[config.mk]
export PLATFORM = sky130hd
export DESIGN_NAME = interrupt_log_controller
export DESIGN_NICKNAME = d
export VERILOG_FILES = /design/src/include/ilc_pkg.sv /design/src/ilc_sync2.sv /design/src/interrupt_log_controller.sv
export VERILOG_INCLUDE_DIRS = /design/src /design/src/include
export SDC_FILE = /design/constraint.sdc
export NUM_CORES = 1
export LEC_CHECK = 0
export BUFFER_PORTS_ARGS = -buffer_cell sky130_fd_sc_hd__buf_4
export CAP_MARGIN = 20
export CORE_UTILIZATION = 40
export DETAILED_ROUTE_END_ITERATION = 10
export MAX_ROUTING_LAYER = met4
export SETUP_SLACK_MARGIN = 0.2
export SLEW_MARGIN = 30
export SYNTH_ARGS = -nofsm -noshare
export SYNTH_HDL_FRONTEND = slang
export SYNTH_SLANG_ARGS = --single-unit
[constraint.sdc]
create_clock -name clk -period 4.79 [get_ports clk]
set_input_delay 1.1975 -clock clk [delete_from_list [all_inputs] [get_ports clk]]
set_output_delay 1.1975 -clock clk [all_outputs]
set_load 0.03 [all_outputs]
[src/include/ilc_params.svh]
`ifndef ILC_PARAMS_SVH
`define ILC_PARAMS_SVH

// register byte addresses on the axi4-lite port
`define ILC_ADDR_PEND 8'h00
`define ILC_ADDR_MASK 8'h04
`define ILC_ADDR_CTRL 8'h08
// the log pointer keeps its printed index; byte address is four times it
`define ILC_LOG_PTR_IDX 8'h05
`define ILC_ADDR_LOG_PTR 8'h14

// reset values
`define ILC_PEND_RESET 16'h0000
`define ILC_MASK_RESET 16'h0000
`define ILC_LOG_PTR_RESET 16'h0000
`define ILC_SYNC_RESET 4'he

// pending and mask layout: hardware failures on top, message events below
`define ILC_HW_MSB 15
`define ILC_HW_LSB 12
`define ILC_MSG_MSB 11
`define ILC_CTRL_LOG_EN 0

// identification word groups
`define ILC_RT_GROUP 12'h780
`define ILC_BC_GROUP 12'h03e
`define ILC_MON_GROUP 12'h001
`define ILC_IDENT_USED 12'hfbf

// ring pointer field and increments
`define ILC_RING_LSB 5
`define ILC_RING_STEP 5'h01
`define ILC_RING_REC 5'h02

// bus answers
`define ILC_RESP_OKAY 2'h0
`define ILC_RESP_SLVERR 2'h2
`define ILC_RDATA_ZERO 32'h0000_0000

`endif

[src/include/ilc_pkg.sv]
package ilc_pkg;
   // 16-bit register and memory word
   typedef logic [15:0] word_t;
   // position inside the 32-word log ring
   typedef logic [4:0] ring_ptr_t;
   // log writer, gray coded along its path
   typedef enum logic [2:0] {
      LOG_IDLE = 3'h0,
      LOG_REQ = 3'h1,
      LOG_IDENT = 3'h3,
      LOG_SRC = 3'h2,
      LOG_REL = 3'h6
   } log_state_e;
endpackage

[src/ilc_sync2.sv]
`timescale 1ns/1ns
`default_nettype none
// two-flop synchroniser for pins that arrive from outside the clock domain
module ilc_sync2 #(
   parameter int W = 4,
   parameter logic [W-1:0] RST = '0
) (
   input wire logic clk,
   input wire logic rstn,
   input wire logic [W-1:0] d,
   output logic [W-1:0] q
);
   logic [W-1:0] meta; // first stage, read only by q

   // both stages load their idle level during reset
   always_ff @(posedge clk) begin
      if (!rstn) begin
         meta <= RST;
         q <= RST;
      end else begin
         meta <= d;
         q <= meta;
      end
   end
endmodule // ilc_sync2
`default_nettype wire

[src/interrupt_log_controller.sv]
`timescale 1ns/1ns
`default_nettype none
`include "ilc_params.svh"

module interrupt_log_controller #(
   parameter bit ACK_VARIANT = 1'b1 // 1: acknowledge inputs and style select exist
) (
   input wire logic clk,
   input wire logic rstn,
   // axi4-lite slave
   input wire logic [7:0] s_axi_awaddr,
   input wire logic s_axi_awvalid,
   output logic s_axi_awready,
   input wire logic [31:0] s_axi_wdata,
   input wire logic [3:0] s_axi_wstrb,
   input wire logic s_axi_wvalid,
   output logic s_axi_wready,
   output logic [1:0] s_axi_bresp,
   output logic s_axi_bvalid,
   input wire logic s_axi_bready,
   input wire logic [7:0] s_axi_araddr,
   input wire logic s_axi_arvalid,
   output logic s_axi_arready,
   output logic [31:0] s_axi_rdata,
   output logic [1:0] s_axi_rresp,
   output logic s_axi_rvalid,
   input wire logic s_axi_rready,
   // event pulses from the message engine, same clock
   input wire logic [3:0] hw_fail_evt,
   input wire logic [11:0] msg_evt,
   input wire logic remote_terminal_mode,
   input wire logic bus_controller_mode,
   input wire logic monitor_mode,
   input wire logic [15:0] rt_desc_addr,
   input wire logic [15:0] bc_block_addr,
   input wire logic [15:0] mon_count,
   // external memory access
   output logic dma_req_n,
   input wire logic dma_grant_in_n,
   output logic [15:0] mem_addr,
   output logic [15:0] mem_data,
   output logic mem_wr_n,
   // interrupt pins
   output logic hw_fail_irq_n,
   output logic msg_irq_n,
   input wire logic hw_fail_ack_n,
   input wire logic n_a,
   input wire logic irq_output_style_sel
);
   logic [3:0] sync_q; // synchronised pins
   logic grant_s; // dma grant, active low
   logic level_mode; // level style in force
   logic [1:0] ack_s; // [1] failure ack, [0] message ack, active low
   ilc_pkg::word_t pending; // sticky events
   ilc_pkg::word_t mask; // 1 disables the event
   logic log_en; // logging into the ring
   logic [10:0] ring_base; // ring base, upper 11 bits
   ilc_pkg::ring_ptr_t ring_ptr; // next ring word
   ilc_pkg::log_state_e state;
   logic aw_held, w_held; // write halves already taken
   logic [7:0] wr_addr;
   logic [31:0] wr_data;
   logic [3:0] wr_strb;
   logic do_write; // write performed this cycle
   ilc_pkg::word_t wmask; // byte lanes as bit mask
   ilc_pkg::word_t pend_clr;
   logic [11:0] msg_live; // unmasked, loggable events
   logic [3:0] hw_live; // unmasked failures
   logic [1:0] fire; // [1] failure, [0] message
   logic log_done; // record stored and bus released
   logic acc_valid; // a record waits for the writer
   ilc_pkg::word_t acc_ident, acc_src, rec_ident, rec_src;
   logic take; // writer takes the waiting record
   logic irq_q [2]; // output flops, active low

   ilc_sync2 #(.W(4), .RST(`ILC_SYNC_RESET)) u_sync (
      .clk(clk),
      .rstn(rstn),
      .d({dma_grant_in_n, hw_fail_ack_n, n_a, irq_output_style_sel}),
      .q(sync_q)
   );

   assign grant_s = sync_q[3];
   // without the ack variant the acks read as released, outputs pulse
   assign ack_s = ACK_VARIANT ? sync_q[2:1] : 2'h3;
   assign level_mode = ACK_VARIANT && sync_q[0];

   // true when the address names a register
   function automatic logic reg_hit(input logic [7:0] a);
      return (a == `ILC_ADDR_PEND) || (a == `ILC_ADDR_MASK) ||
         (a == `ILC_ADDR_CTRL) || (a == `ILC_ADDR_LOG_PTR);
   endfunction

   // source word by mode and event group; terminal first when concurrent
   function automatic ilc_pkg::word_t pick_source(input logic [11:0] ev);
      if (remote_terminal_mode && ((ev & `ILC_RT_GROUP) != 12'h000 || ev[11]))
         return rt_desc_addr;
      else if (bus_controller_mode && ((ev & `ILC_BC_GROUP) != 12'h000 || ev[11]))
         return bc_block_addr;
      else if (monitor_mode)
         return mon_count;
      else
         return rt_desc_addr;
   endfunction

   // axi handshakes: take each half once, hold off while a reply waits
   assign s_axi_awready = !aw_held && !s_axi_bvalid;
   assign s_axi_wready = !w_held && !s_axi_bvalid;
   assign s_axi_arready = !s_axi_rvalid;
   assign do_write = aw_held && w_held && !s_axi_bvalid;
   assign wmask = {{8{wr_strb[1]}}, {8{wr_strb[0]}}};
   assign pend_clr = (do_write && wr_addr == `ILC_ADDR_PEND) ? (wr_data[15:0] & wmask) :
      `ILC_PEND_RESET;

   // write channel: address and data may arrive in either order
   always_ff @(posedge clk) begin
      if (!rstn) begin
         aw_held <= 1'b0;
         w_held <= 1'b0;
         wr_addr <= 8'h00;
         wr_data <= `ILC_RDATA_ZERO;
         wr_strb <= 4'h0;
         s_axi_bvalid <= 1'b0;
         s_axi_bresp <= `ILC_RESP_OKAY;
      end else begin
         if (s_axi_awvalid && s_axi_awready) begin
            aw_held <= 1'b1;
            wr_addr <= s_axi_awaddr;
         end
         if (s_axi_wvalid && s_axi_wready) begin
            w_held <= 1'b1;
            wr_data <= s_axi_wdata;
            wr_strb <= s_axi_wstrb;
         end
         if (do_write) begin
            aw_held <= 1'b0;
            w_held <= 1'b0;
            s_axi_bvalid <= 1'b1;
            s_axi_bresp <= reg_hit(wr_addr) ? `ILC_RESP_OKAY : `ILC_RESP_SLVERR;
         end else if (s_axi_bvalid && s_axi_bready) begin
            s_axi_bvalid <= 1'b0;
         end
      end
   end

   // read channel: one cycle to data, unmapped reads zero with an error
   always_ff @(posedge clk) begin
      if (!rstn) begin
         s_axi_rvalid <= 1'b0;
         s_axi_rdata <= `ILC_RDATA_ZERO;
         s_axi_rresp <= `ILC_RESP_OKAY;
      end else if (s_axi_arvalid && s_axi_arready) begin
         s_axi_rvalid <= 1'b1;
         s_axi_rresp <= reg_hit(s_axi_araddr) ? `ILC_RESP_OKAY : `ILC_RESP_SLVERR;
         unique case (s_axi_araddr)
            `ILC_ADDR_PEND: s_axi_rdata <= {16'h0000, pending};
            `ILC_ADDR_MASK: s_axi_rdata <= {16'h0000, mask};
            `ILC_ADDR_CTRL: s_axi_rdata <= {31'h0000_0000, log_en};
            `ILC_ADDR_LOG_PTR: s_axi_rdata <= {16'h0000, ring_base, ring_ptr};
            default: s_axi_rdata <= `ILC_RDATA_ZERO;
         endcase
      end else if (s_axi_rvalid && s_axi_rready) begin
         s_axi_rvalid <= 1'b0;
      end
   end

   // mask and control registers
   always_ff @(posedge clk) begin
      if (!rstn) begin
         mask <= `ILC_MASK_RESET;
         log_en <= 1'b0;
      end else if (do_write && wr_addr == `ILC_ADDR_MASK) begin
         mask <= (mask & ~wmask) | (wr_data[15:0] & wmask);
      end else if (do_write && wr_addr == `ILC_ADDR_CTRL && wr_strb[0]) begin
         log_en <= wr_data[`ILC_CTRL_LOG_EN];
      end
   end

   // pending register: write one to clear, a new event beats the clear
   always_ff @(posedge clk) begin
      if (!rstn)
         pending <= `ILC_PEND_RESET;
      else
         pending <= (pending & ~pend_clr) | {hw_fail_evt, msg_evt};
   end

   // event qualification by the mask
   assign hw_live = hw_fail_evt & ~mask[`ILC_HW_MSB:`ILC_HW_LSB];
   assign msg_live = msg_evt & ~mask[`ILC_MSG_MSB:0] & `ILC_IDENT_USED;
   // failure fires at once, but only while no failure is still pending
   assign fire[1] = (hw_live != 4'h0) &&
      (pending[`ILC_HW_MSB:`ILC_HW_LSB] == 4'h0);
   // message fires after the log record, or at once when not logging
   assign fire[0] = log_done || (!log_en && msg_live != 12'h000);
   assign take = (state == ilc_pkg::LOG_IDLE) && acc_valid;

   // events that land while the writer is busy merge into one record
   always_ff @(posedge clk) begin
      if (!rstn) begin
         acc_valid <= 1'b0;
         acc_ident <= `ILC_PEND_RESET;
         acc_src <= `ILC_PEND_RESET;
      end else if (log_en && msg_live != 12'h000) begin
         acc_valid <= 1'b1;
         acc_ident <= {4'h0, ((acc_valid && !take) ? acc_ident[11:0] : 12'h000) | msg_live};
         if (!acc_valid || take)
            acc_src <= pick_source(msg_live);
      end else if (take) begin
         acc_valid <= 1'b0;
      end
   end

   // log writer: request, two word writes, release, then message irq
   always_ff @(posedge clk) begin
      if (!rstn) begin
         state <= ilc_pkg::LOG_IDLE;
         // the pointer field is cut off on purpose; only the base bits remain
         ring_base <= 11'(`ILC_LOG_PTR_RESET >> `ILC_RING_LSB);
         ring_ptr <= `ILC_RING_STEP - `ILC_RING_STEP;
         rec_ident <= `ILC_PEND_RESET;
         rec_src <= `ILC_PEND_RESET;
         dma_req_n <= 1'b1;
         mem_wr_n <= 1'b1;
         mem_addr <= `ILC_PEND_RESET;
         mem_data <= `ILC_PEND_RESET;
         log_done <= 1'b0;
      end else begin
         log_done <= 1'b0;
         // software sets the base; the pointer field takes what is written
         if (do_write && wr_addr == `ILC_ADDR_LOG_PTR) begin
            if (wr_strb[1])
               ring_base[10:3] <= wr_data[15:8];
            if (wr_strb[0])
               {ring_base[2:0], ring_ptr} <= wr_data[7:0];
         end
         unique case (state)
            ilc_pkg::LOG_IDLE: begin
               if (take) begin
                  rec_ident <= acc_ident;
                  rec_src <= acc_src;
                  dma_req_n <= 1'b0;
                  state <= ilc_pkg::LOG_REQ;
               end
            end
            ilc_pkg::LOG_REQ: begin
               if (!grant_s) begin
                  mem_addr <= {ring_base, ring_ptr};
                  mem_data <= rec_ident;
                  mem_wr_n <= 1'b0;
                  ring_ptr <= ring_ptr + `ILC_RING_STEP;
                  state <= ilc_pkg::LOG_IDENT;
               end
            end
            ilc_pkg::LOG_IDENT: begin
               mem_addr <= {ring_base, ring_ptr};
               mem_data <= rec_src;
               ring_ptr <= ring_ptr + `ILC_RING_STEP;
               state <= ilc_pkg::LOG_SRC;
            end
            ilc_pkg::LOG_SRC: begin
               mem_wr_n <= 1'b1;
               dma_req_n <= 1'b1;
               state <= ilc_pkg::LOG_REL;
            end
            ilc_pkg::LOG_REL: begin
               // grant must drop before the message interrupt goes out
               if (grant_s) begin
                  log_done <= 1'b1;
                  state <= ilc_pkg::LOG_IDLE;
               end
            end
            default: state <= ilc_pkg::LOG_IDLE;
         endcase
      end
   end

   // one output stage per interrupt: pulse for one cycle, or hold for ack
   for (genvar i = 0; i < 2; i++) begin : g_irq
      always_ff @(posedge clk) begin
         if (!rstn)
            irq_q[i] <= 1'b1;
         else if (fire[i])
            irq_q[i] <= 1'b0;
         else if (!level_mode || !ack_s[i])
            irq_q[i] <= 1'b1;
      end
   end
   assign hw_fail_irq_n = irq_q[1];
   assign msg_irq_n = irq_q[0];
endmodule // interrupt_log_controller
`default_nettype wire

==> results.sh, run 1 <==
export IMPL_run_status="complete, no violations"
export IMPL_postCtsSetupBuffers=0
export IMPL_die_height_um=146
export IMPL_grt_antenna_before_repair=0
export IMPL_initial_core_util=0.410
export IMPL_maximum_number_of_pins_on_one_net_before_global_route_repair=96
export IMPL_critPathRequiredTime_ns=5.18
export IMPL_ctsHtreeMaxLevel=4
export IMPL_syn_area_per_cell_sq_um=8.50
export IMPL_drt_wirelength_per_cell_um=16.2
export IMPL_dp_hpwl_um=15900
export IMPL_synthesis_yosys_warnings=0
export IMPL_power_per_cell_area_nw_per_um2=330
export IMPL_min_period_ns=3.02
export IMPL_post_cts_hold_buffer_count=0
export IMPL_timing_fmax_mhz=331
export IMPL_reg_to_reg_slack_setup_ns=2.24
export IMPL_groute_usage_overall=0.221
export IMPL_core_sq_um=20300
export IMPL_total_leakage_power_uw=0.00391
export IMPL_yosys_most_used_dff="dfxtp_1"
export IMPL_tns_ns=0
export IMPL_rd_place_congestion=0.821
export IMPL_first_global_vias=6803
export IMPL_postSynthCellCount=980
export IMPL_max_slew_margin=0.375
export IMPL_final_hold_worst_slack_ns=0.410
export IMPL_number_of_enable_flip_flop_cells_after_synthesis=2
export IMPL_first_pass_grt_wire_length_um=36200
export IMPL_worst_clock_skew_ns=0.0113
export IMPL_area_growth_pct=24.1
export IMPL_clkSinkCount=200
export IMPL_cp_common_cell="buf_4"
export IMPL_dpl_cell_count=1366
export IMPL_drtIter0Drc=413
export IMPL_detail_route_vias_per_cell=5.19
export IMPL_drt_pre_antenna_iters=5
export IMPL_stdcell_count=1400
export IMPL_num_vias=7265
export IMPL_clock_tree_from_tritoncts="built"
export IMPL_share_of_async_settable_or_async_resettable_flops_after_synthesis=0
export IMPL_criticalPathCategory="input port to register"
export IMPL_antennaDiodeCount=0
export IMPL_finalHoldViolations=0
export IMPL_worst_ep_arrival_time_ns=3.41
export IMPL_synth_seq_area_share=0.483
export IMPL_finalNetCount=1248
export IMPL_synth_distinct_cells=52
export IMPL_hold_path_class="register to register"
export IMPL_clkSlewWorstSetupHoldPaths_ns=0.08
export IMPL_postCtsResizedCells=0
export IMPL_post_route_cells_drive_above_1_share=0.222
export IMPL_setup_worst_path_start_class="input port"
export IMPL_slowest_stage="or4_4"
export IMPL_std_cell_rows=52
export IMPL_grt_setup_unrepaired="false"
export IMPL_finalMaxSlewViolations=0
export IMPL_detail_route_antenna_nets=0
export IMPL_clk_insertion_delay_late_ns=0.45
export IMPL_io_pin_count=207
export IMPL_worst_ir_drop_vdd_mv=0.246
export IMPL_die_width_um=146
export IMPL_synth_seq_cells=200
export IMPL_die_area_sq_um=21400
export IMPL_final_setup_violation_count=0
export IMPL_cts_root_buffer="clkbuf_16"
export IMPL_tritoncts_num_buffers=17
export IMPL_post_route_util=0.509
export IMPL_grt_remaining_overflow=0
export IMPL_min_period_over_period=0.630
export IMPL_critical_path_fanout_max=17
export IMPL_clk_path_buf_depth=2
export IMPL_worstSetupEndpointType="register"
export IMPL_io_buffers=170
export IMPL_path_cells="buf_4 > or4_4 > a211oi_4 > nand3_4 > nor4b_4 > buf_4 > a221o_1"
export IMPL_maxCapViolCount=0
export IMPL_cpPeakStageDelay_ns=0.60
export IMPL_totalWireLength_um=22700
export IMPL_route_detailed_drc=0
export IMPL_syn_cell_area_sq_um=8330
export IMPL_worst_slew_pin_transition_ns=0.937
## metrics by stage
stage / total power [uW] / area (sq um) / setup slack [ns]
floorplan: 1940 / 8390 / 1.95
global placement: 2060 / 9720 / 1.30
detailed placement: 2070 / 9750 / 1.28
CTS: 3430 / 10300 / 1.76
global route: 3530 / 10300 / 1.68
finish: 3410 / 10300 / 1.77
## power by group
| part | switching, uW | internal [uW] | leakage, uW |
|---|---|---|---|
| Combinational | 177 | 129 | 0.00202 |
| Sequential | 30.4 | 1700 | 0.00163 |
| Clock | 689 | 686 | 0.000272 |
## layout make-up
| cell class | count | area [sq um] |
|---|---|---|
| Tap cell | 270 | 338 |
| Multi-Input combinational cell | 704 | 3980 |
| Sequential cell | 200 | 4020 |
| Timing Repair Buffer | 184 | 1400 |
| Inverter | 10 | 40.0 |
| Clock buffer | 17 | 425 |
| Fill cell | 2066 | 9960 |
| Clock inverter | 15 | 138 |
## critical path: cells and delay by family
family,cells,cell delay [ns]
buffers and inverters,2,0.39
AO/OA/AOI/OAI,2,0.40
AND/OR/NAND/NOR,3,1.42
## layout by cell type (no fill, tap or decap), drive strengths merged, types with 5 or more instances in the layout
| cell | Yosys | final |
|---|---|---|
| a31oi | 5 | 5 |
| clkinv | 0 | 6 |
| clkbuf | 53 | 17 |
| nand2 | 198 | 198 |
| nand3 | 28 | 28 |
| nand2b | 26 | 26 |
| a22oi | 21 | 21 |
| nor2b | 11 | 11 |
| dfxtp | 198 | 198 |
| and2 | 5 | 5 |
| o221ai | 16 | 16 |
| mux2 | 16 | 16 |
| a211oi | 16 | 16 |
| nor2 | 90 | 90 |
| a311oi | 16 | 16 |
| o21ai | 19 | 19 |
| a221o | 16 | 16 |
| inv | 10 | 17 |
| buf | 30 | 184 |
| mux2i | 29 | 29 |
| conb | 1 | 18 |
| a21oi | 130 | 130 |
| nor4 | 6 | 6 |
## cell families (layout without fill, tap and decap cells)
logic type                 count (synthesis)  after routing  share of synthesized area
and+or+nand+nor                          389            389                      0.214
AOI/OAI and AO/OA                        251            251                      0.192
DFF                                      200            200                      0.483
buffers and inverters                     93            226                     0.0524
muxes                                     45             45                     0.0565
adders and majority gates                  1              1                    0.00150
other                                      1             18                   0.000450
## metal layers
layer | track usage | up-vias | routed length (um) | share of wire
met4 | 0.0563 | 0 | 260 | 0.011
met5 | - | - | 0 | 0
met2 | 0.313 | 224 | 9700 | 0.43
met3 | 0.0403 | 21 | 1410 | 0.062
met1 | 0.320 | 3351 | 11300 | 0.50
li1 | - | 3669 | - | -
## worst paths after layout
kind / start / endpoint / cells past startpoint
worst max-delay path: s_axi_araddr[1] / s_axi_rdata[8]$_SDFFE_PN0P_ / 7
worst min-delay path: u_sync.meta[3]$_SDFF_PN1_ / u_sync.q[3]$_SDFF_PN1_ / 1
worst max register to register: s_axi_bvalid$_SDFFE_PN0P_ / register / 5
worst min register to register: u_sync.meta[3]$_SDFF_PN1_ / u_sync.q[3]$_SDFF_PN1_ / 1
## sequential cells by signal, indices dropped and copies added, names as in the netlist, 16 cells and up, named ones only
register,cells
wr_data,16
pending,16
rec_src,16
s_axi_rdata,16
mem_addr,16
mem_data,16
acc_src,16
## Yosys cell counts, types with 9 or more instances
library cell / instances / area, sq um
a211oi_1: 15 / 113
a21oi_1: 130 / 651
a221o_1: 16 / 160
a22oi_1: 21 / 158
a311oi_1: 16 / 140
buf_2: 10 / 50.1
buf_4: 18 / 135
clkbuf_1: 53 / 199
dfxtp_1: 198 / 3960
inv_1: 9 / 33.8
mux2_2: 16 / 180
mux2i_1: 29 / 290
nand2_1: 198 / 743
nand2b_1: 26 / 163
nand3_1: 27 / 135
nor2_1: 89 / 334
nor2b_1: 11 / 68.8
o21ai_0: 16 / 80.1
o221ai_1: 16 / 140
Note: power is estimated with default switching activity, not from simulation.
==> inputs of run 2 (changes only) <==
ABC_AREA = 1   (was default)
clock period = 2.9 ns   (was 4.79 ns; I/O delays follow)
==> run 2 against run 1 <==
Net effect:
- final cell count increased by 20%
- clock power increased by 70%
- cell area increased by 4.2%
- non-clock buffer count increased by 7
- die area increased by 5.2%
- clock skew about the same
- synthesized cell count increased by 28%
- power increased by 77%
- count of clock-buffer cells in the layout increased by 4
- largest cell class unchanged
==> results.sh, run 2 <==
export IMPL_detail_route_antenna_nets=0
export IMPL_grtUsageMet3=0.0466
export IMPL_tritoncts_num_buffers=17
export IMPL_worst_slew_pin_transition_ns=0.784
export IMPL_rd_place_congestion=0.920
export IMPL_route_detailed_drc=0
export IMPL_synth_largest_area_cell="dfxtp_1"
export IMPL_clkSinkCount=200
export IMPL_critical_path_startpoint="state[0]$_SDFFE_PN0P_"
export IMPL_first_pass_grt_wire_length_um=38300
export IMPL_grt_setup_unrepaired="false"
export IMPL_initial_core_util=0.413
export IMPL_groute_layer_met2_usage=0.327
export IMPL_die_height_um=150
export IMPL_totalWireLength_um=24300
export IMPL_drt_pre_antenna_iters=5
export IMPL_antennaDiodeCount=0
export IMPL_std_cell_rows=53
export IMPL_clkSlewWorstSetupHoldPaths_ns=0.07
export IMPL_setup_worst_path_start_class="register"
export IMPL_post_route_cells_drive_above_1_share=0.174
export IMPL_synthesis_yosys_warnings=0
export IMPL_io_pin_count=207
export IMPL_power_clock_fraction=0.390
export IMPL_critical_path_fanout_max=49
export IMPL_synth_top_cell_area_share=0.452
export IMPL_criticalPathCategory="register to register"
export IMPL_io_buffers=170
export IMPL_clk_insertion_delay_late_ns=0.44
export IMPL_die_width_um=150
export IMPL_maximum_number_of_pins_on_one_net_before_global_route_repair=71
export IMPL_worst_clock_skew_ns=0.0113
export IMPL_postSynthCellCount=1254
export IMPL_dp_hpwl_um=17200
export IMPL_power_sequential_fraction=0.486
export IMPL_drtIter0Drc=662
export IMPL_grt_antenna_before_repair=0
export IMPL_critPathRequiredTime_ns=3.26
export IMPL_syn_cell_area_sq_um=8760
export IMPL_finalHoldViolations=0
export IMPL_worstSetupEndpointType="register"
export IMPL_post_route_util=0.507
export IMPL_timing_fmax_mhz=485
export IMPL_synth_adder_area_share=0.00143
export IMPL_post_synth_and_or_nand_nor_area_fraction=0.274
export IMPL_drt_wirelength_per_cell_um=14.5
export IMPL_synth_seq_area_share=0.459
export IMPL_main_combinational_cell_family_by_area_after_synthesis="simple AND/OR/NAND/NOR gates"
export IMPL_yosys_mux_area_fraction=0
export IMPL_synth_seq_cells=200
export IMPL_tns_ns=0
export IMPL_holdCritStartpoint="u_sync.meta[1]$_SDFF_PN1_"
export IMPL_yosys_top_cells_area="dfxtp_1 (45%), nand2_1 (10%), a21oi_1 (8.1%), nor2_1 (6.6%), nand3_1 (6.6%)"
export IMPL_synth_distinct_cells=35
export IMPL_syn_area_per_cell_sq_um=6.99
export IMPL_power_switching_fraction=0.263
export IMPL_core_sq_um=21200
export IMPL_post_cts_hold_buffer_count=0
export IMPL_min_period_ns=2.06
export IMPL_grt_met1_usage=0.321
export IMPL_mostFrequentLayoutCells="nand2_1 (245), dfxtp_1 (198), buf_4 (190)"
export IMPL_clock_tree_from_tritoncts="built"
export IMPL_synth_xor_area_frac=0.000999
export IMPL_count_of_fill_cells_added_during_filler_insertion=2208
export IMPL_groute_usage_overall=0.228
export IMPL_layout_commonest_cell="nand2_1"
export IMPL_clk_path_buf_depth=2
export IMPL_finalNetCount=1525
export IMPL_ctsHtreeMaxLevel=4
export IMPL_area_growth_pct=22.9
export IMPL_die_area_sq_um=22500
export IMPL_power_combinational_fraction=0.125
export IMPL_internal_power_component_uw=4440
export IMPL_total_switching_power_uw=1580
export IMPL_max_slew_margin=0.477
export IMPL_detail_route_vias_per_cell=4.89
export IMPL_post_synth_top_count_cell="nand2_1"
export IMPL_final_setup_violation_count=0
export IMPL_run_status="complete, no violations"
export IMPL_final_hold_worst_slack_ns=0.415
export IMPL_power_per_cell_area_nw_per_um2=559
export IMPL_synth_cells_most_frequent="nand2_1 (245), dfxtp_1 (198), nor2_1 (154)"
export IMPL_synth_compound_area_share=0.158
export IMPL_global_route_peak_usage_layer="met2"
export IMPL_grt_remaining_overflow=0
export IMPL_hold_path_class="register to register"
export IMPL_postCtsSetupBuffers=0
export IMPL_min_period_over_period=0.711
export IMPL_worst_ep_arrival_time_ns=2.43
export IMPL_total_leakage_power_uw=0.00484
export IMPL_cts_root_buffer="clkbuf_16"
export IMPL_finalMaxSlewViolations=0
export IMPL_worst_r2r_startpoint="state[0]$_SDFFE_PN0P_"
export IMPL_first_global_vias=7263
export IMPL_number_of_enable_flip_flop_cells_after_synthesis=2
export IMPL_postCtsResizedCells=0
export IMPL_maxCapViolCount=0
export IMPL_share_of_async_settable_or_async_resettable_flops_after_synthesis=0
export IMPL_yosys_most_used_dff="dfxtp_1"
export IMPL_worst_ir_drop_vdd_mv=0.342
export IMPL_num_vias=8219
run 2: changes by cell type in the layout (fill, tap and decap cells not counted), moves of 29 or more:
cell     delta
inv_1     +119
mux2i_1    -29
nand2_1    +47
nand3_1    +89
nor2_1     +66
o21ai_0    +92
run 2: critical path, stage by stage, from the launching register on:
cell     delay, ns
dfxtp_1       0.36
inv_2         0.09
nor2_2        0.08
buf_4         0.22
nand2_1       0.29
nand2_1       0.21
buf_4         0.44
o21ai_0       0.15
a31oi_1       0.15
run 2: final timing paths:
path	endpoint	slack, ns	cells past startpoint
setup / recovery	mem_data[5]$_SDFFE_PN0P_	0.84	8
hold / removal	u_sync.q[1]$_SDFF_PN1_	0.41	1
setup reg to reg	mem_data[5]$_SDFFE_PN0P_	0.84	8
hold reg to reg	u_sync.q[1]$_SDFF_PN1_	0.41	1
run 2: layout make-up:
type | count | area [sq um] | share of cell area
inverters | 134 | 503 | 0.0467
clock inverters | 10 | 119 | 0.0110
clock buffers | 21 | 460 | 0.0428
multi-input cells | 850 | 3870 | 0.360
repair buffers | 191 | 1450 | 0.134
flip-flops and latches | 200 | 4020 | 0.374
well taps | 275 | 344 | 0.0320
run 2: kinds of logic after synthesis:
| kind of cell | after synthesis |
|---|---|
| XOR/XNOR | 1 |
| buffers and inverters | 221 |
| adder cells (fa/ha/maj) | 1 |
| AO/OA/AOI/OAI | 269 |
| flip-flops | 200 |
| AND/OR/NAND/NOR | 561 |
| other | 1 |
run 2: routing by layer:
metal  vias to the layer above  wire length, um
li1                       4303                -
met1                      3647            12000
met2                       248            10500
met3                        21             1470
met4                         0              331
met5                         -                0
run 2: power by group through the flow:
stage | combinational, uW | sequential (uW) | clock [uW]
after floorplan | 435 | 3010 | 0
after CTS | 753 | 2920 | 2400
final | 750 | 2920 | 2350
after detailed placement | 752 | 2990 | 0
after global placement | 747 | 2980 | 0
after global routing | 831 | 2930 | 2530
run 2: stage by stage:
step	instances	setup slack (ns)	area, sq um	total power, uW
floorplan	1271	1.11	8830	3450
global placement	1650	0.683	10200	3730
detailed placement	1650	0.659	10200	3740
CTS	1681	0.792	10800	6080
global route	1681	0.575	10800	6290
finish	1681	0.838	10800	6020
==> inputs of run 3 (changes only) <==
clock period = 2.15 ns   (was 2.9 ns; I/O delays follow)
==> run 3 against run 2 <==
Net effect:
- routed wire length up 1.0%
- cell area up 1.1%
- via count up 1.4%
- maximum frequency up 20%
- die area unchanged
- hold slack worse by 0.12 ns
- clock skew down 0.0035 ns
- final cell count up 0.36%
- clock power up 37%
- combinational power up 37%
- critical path depth down 1
- core utilization up 0.54 points
- largest cell class unchanged
- highest routed layer unchanged
==> results.sh, run 3 (synthesized netlist as in run 2, its figures left out) <==
export IMPL_run_status="complete, no violations"
export IMPL_maxCapViolCount=0
export IMPL_finalMaxSlewViolations=0
export IMPL_num_vias=8334
export IMPL_cpPeakStageDelay_ns=0.34
export IMPL_first_pass_grt_wire_length_um=38800
export IMPL_std_cell_rows=53
export IMPL_tns_ns=0
export IMPL_power_per_cell_area_nw_per_um2=752
export IMPL_drt_wirelength_per_cell_um=14.5
export IMPL_cts_root_buffer="clkbuf_16"
export IMPL_cp_common_cell="nor2_1"
export IMPL_hold_path_class="input port to register"
export IMPL_clk_insertion_delay_late_ns=0.43
export IMPL_antennaDiodeCount=0
export IMPL_die_height_um=150
export IMPL_critPathRequiredTime_ns=2.51
export IMPL_finalHoldViolations=0
export IMPL_first_global_vias=7428
export IMPL_detail_route_vias_per_cell=4.94
export IMPL_final_hold_worst_slack_ns=0.293
export IMPL_maximum_number_of_pins_on_one_net_before_global_route_repair=72
export IMPL_setup_worst_path_start_class="register"
export IMPL_core_sq_um=21200
export IMPL_clock_tree_from_tritoncts="built"
export IMPL_criticalPathCategory="register to register"
export IMPL_grt_setup_unrepaired="false"
export IMPL_cp_buffers_inverters=2
export IMPL_rd_place_congestion=0.922
export IMPL_final_setup_violation_count=0
export IMPL_mostFrequentLayoutCells="nand2_1 (244), dfxtp_1 (198), buf_4 (191)"
export IMPL_path_cells="nor2_1 > nand3_1 > nand2_2 > inv_2 > nor2_1 > inv_1 > a21oi_1"
export IMPL_layout_commonest_cell="nand2_1"
export IMPL_hold_depth=2
export IMPL_critical_path_fanout_max=19
export IMPL_clkSinkCount=200
export IMPL_detail_route_antenna_nets=0
export IMPL_drtIter0Drc=533
export IMPL_grt_antenna_before_repair=0
export IMPL_groute_usage_overall=0.229
export IMPL_clk_path_buf_depth=2
export IMPL_clkSlewWorstSetupHoldPaths_ns=0.07
export IMPL_tritoncts_num_buffers=17
export IMPL_post_route_cells_drive_above_1_share=0.178
export IMPL_worst_ir_drop_vdd_mv=0.483
export IMPL_worst_slew_pin_transition_ns=0.640
export IMPL_dp_hpwl_um=17300
export IMPL_cpLargestDelayFamily="simple AND/OR/NAND/NOR gates"
export IMPL_critical_path_cell_count=7
export IMPL_timing_fmax_mhz=584
export IMPL_finalNetCount=1531
export IMPL_postLayoutSetupSlackWorst_ns=0.438
export IMPL_worst_ep_arrival_time_ns=2.07
export IMPL_worst_clock_skew_ns=0.00782
export IMPL_min_period_over_period=0.796
export IMPL_area_growth_pct=24.2
export IMPL_total_leakage_power_uw=0.00488
export IMPL_die_width_um=150
export IMPL_io_buffers=170
export IMPL_min_period_ns=1.71
export IMPL_max_slew_margin=0.573
export IMPL_pre_cts_slack_ns=0.205
export IMPL_post_cts_hold_buffer_count=0
export IMPL_route_detailed_drc=0
export IMPL_die_area_sq_um=22500
export IMPL_drt_pre_antenna_iters=6
export IMPL_initial_core_util=0.413
export IMPL_totalWireLength_um=24500
export IMPL_rr_worst_depth=7
export IMPL_grt_remaining_overflow=0
export IMPL_worstSetupEndpointType="register"
export IMPL_io_pin_count=207
export IMPL_ctsHtreeMaxLevel=4
export IMPL_slowest_stage="dfxtp_1"
[run 3: cell count changes in the layout (fill, tap and decap cells not counted), sizes merged]
| cell | before | now |
|---|---|---|
| buf | 191 | 197 |
| bufinv | 2 | 3 |
| clkbuf | 21 | 19 |
| clkinvlp | 0 | 2 |
| inv | 135 | 134 |
[run 3: per-layer routing]
layer / GRT usage / part of all wire / up-vias
li1: - / - / 4321
met1: 0.318 / 0.48 / 3713
met2: 0.340 / 0.44 / 279
met3: 0.0463 / 0.069 / 21
met4: 0.0561 / 0.0099 / 0
met5: - / 0 / -
[run 3: layout make-up]
class,instances,area [sq um]
Fill cell,2192,10300
Tap cell,275,344
Timing Repair Buffer,197,1550
Multi-Input combinational cell,850,3870
Clock buffer,19,433
Clock inverter,12,151
Inverter,134,503
Sequential cell,200,4020
[run 3: power breakdown]
| group | leakage [uW] | switching [uW] | internal [uW] |
|---|---|---|---|
| clock | 0.000283 | 1390 | 1820 |
| sequential | 0.00163 | 102 | 3840 |
| combinational | 0.00297 | 649 | 382 |
| total | 0.00488 | 2140 | 6050 |
[run 3: final timing paths]
path | from | to | slack [ns]
worst max-delay path | state[2]$_SDFFE_PN0P_ | ring_ptr[0]$_SDFF_PN0_ | 0.44
worst min-delay path | hw_fail_ack_n | u_sync.meta[2]$_SDFF_PN1_ | 0.29
worst max register to register | state[2]$_SDFFE_PN0P_ | ring_ptr[0]$_SDFF_PN0_ | 0.44
worst min register to register | u_sync.meta[0]$_SDFF_PN0_ | u_sync.q[0]$_SDFF_PN0_ | 0.41
[run 3: through the flow]
| stage | utilization | instances | area, sq um | total power (uW) |
|---|---|---|---|---|
| after floorplan | - | 1271 | 8830 | 4650 |
| after global placement | 0.485 | 1656 | 10300 | 5040 |
| after detailed placement | 0.485 | 1656 | 10300 | 5050 |
| after CTS | 0.513 | 1687 | 10900 | 8250 |
| after global routing | 0.513 | 1687 | 10900 | 8530 |
| final | 0.513 | 1687 | 10900 | 8190 |
[run 3: repair_timing]
item	4_1_cts	5_1_grt
endpoints found under the setup margin	0	4
resized for setup	0	1
setup buffers	0	0
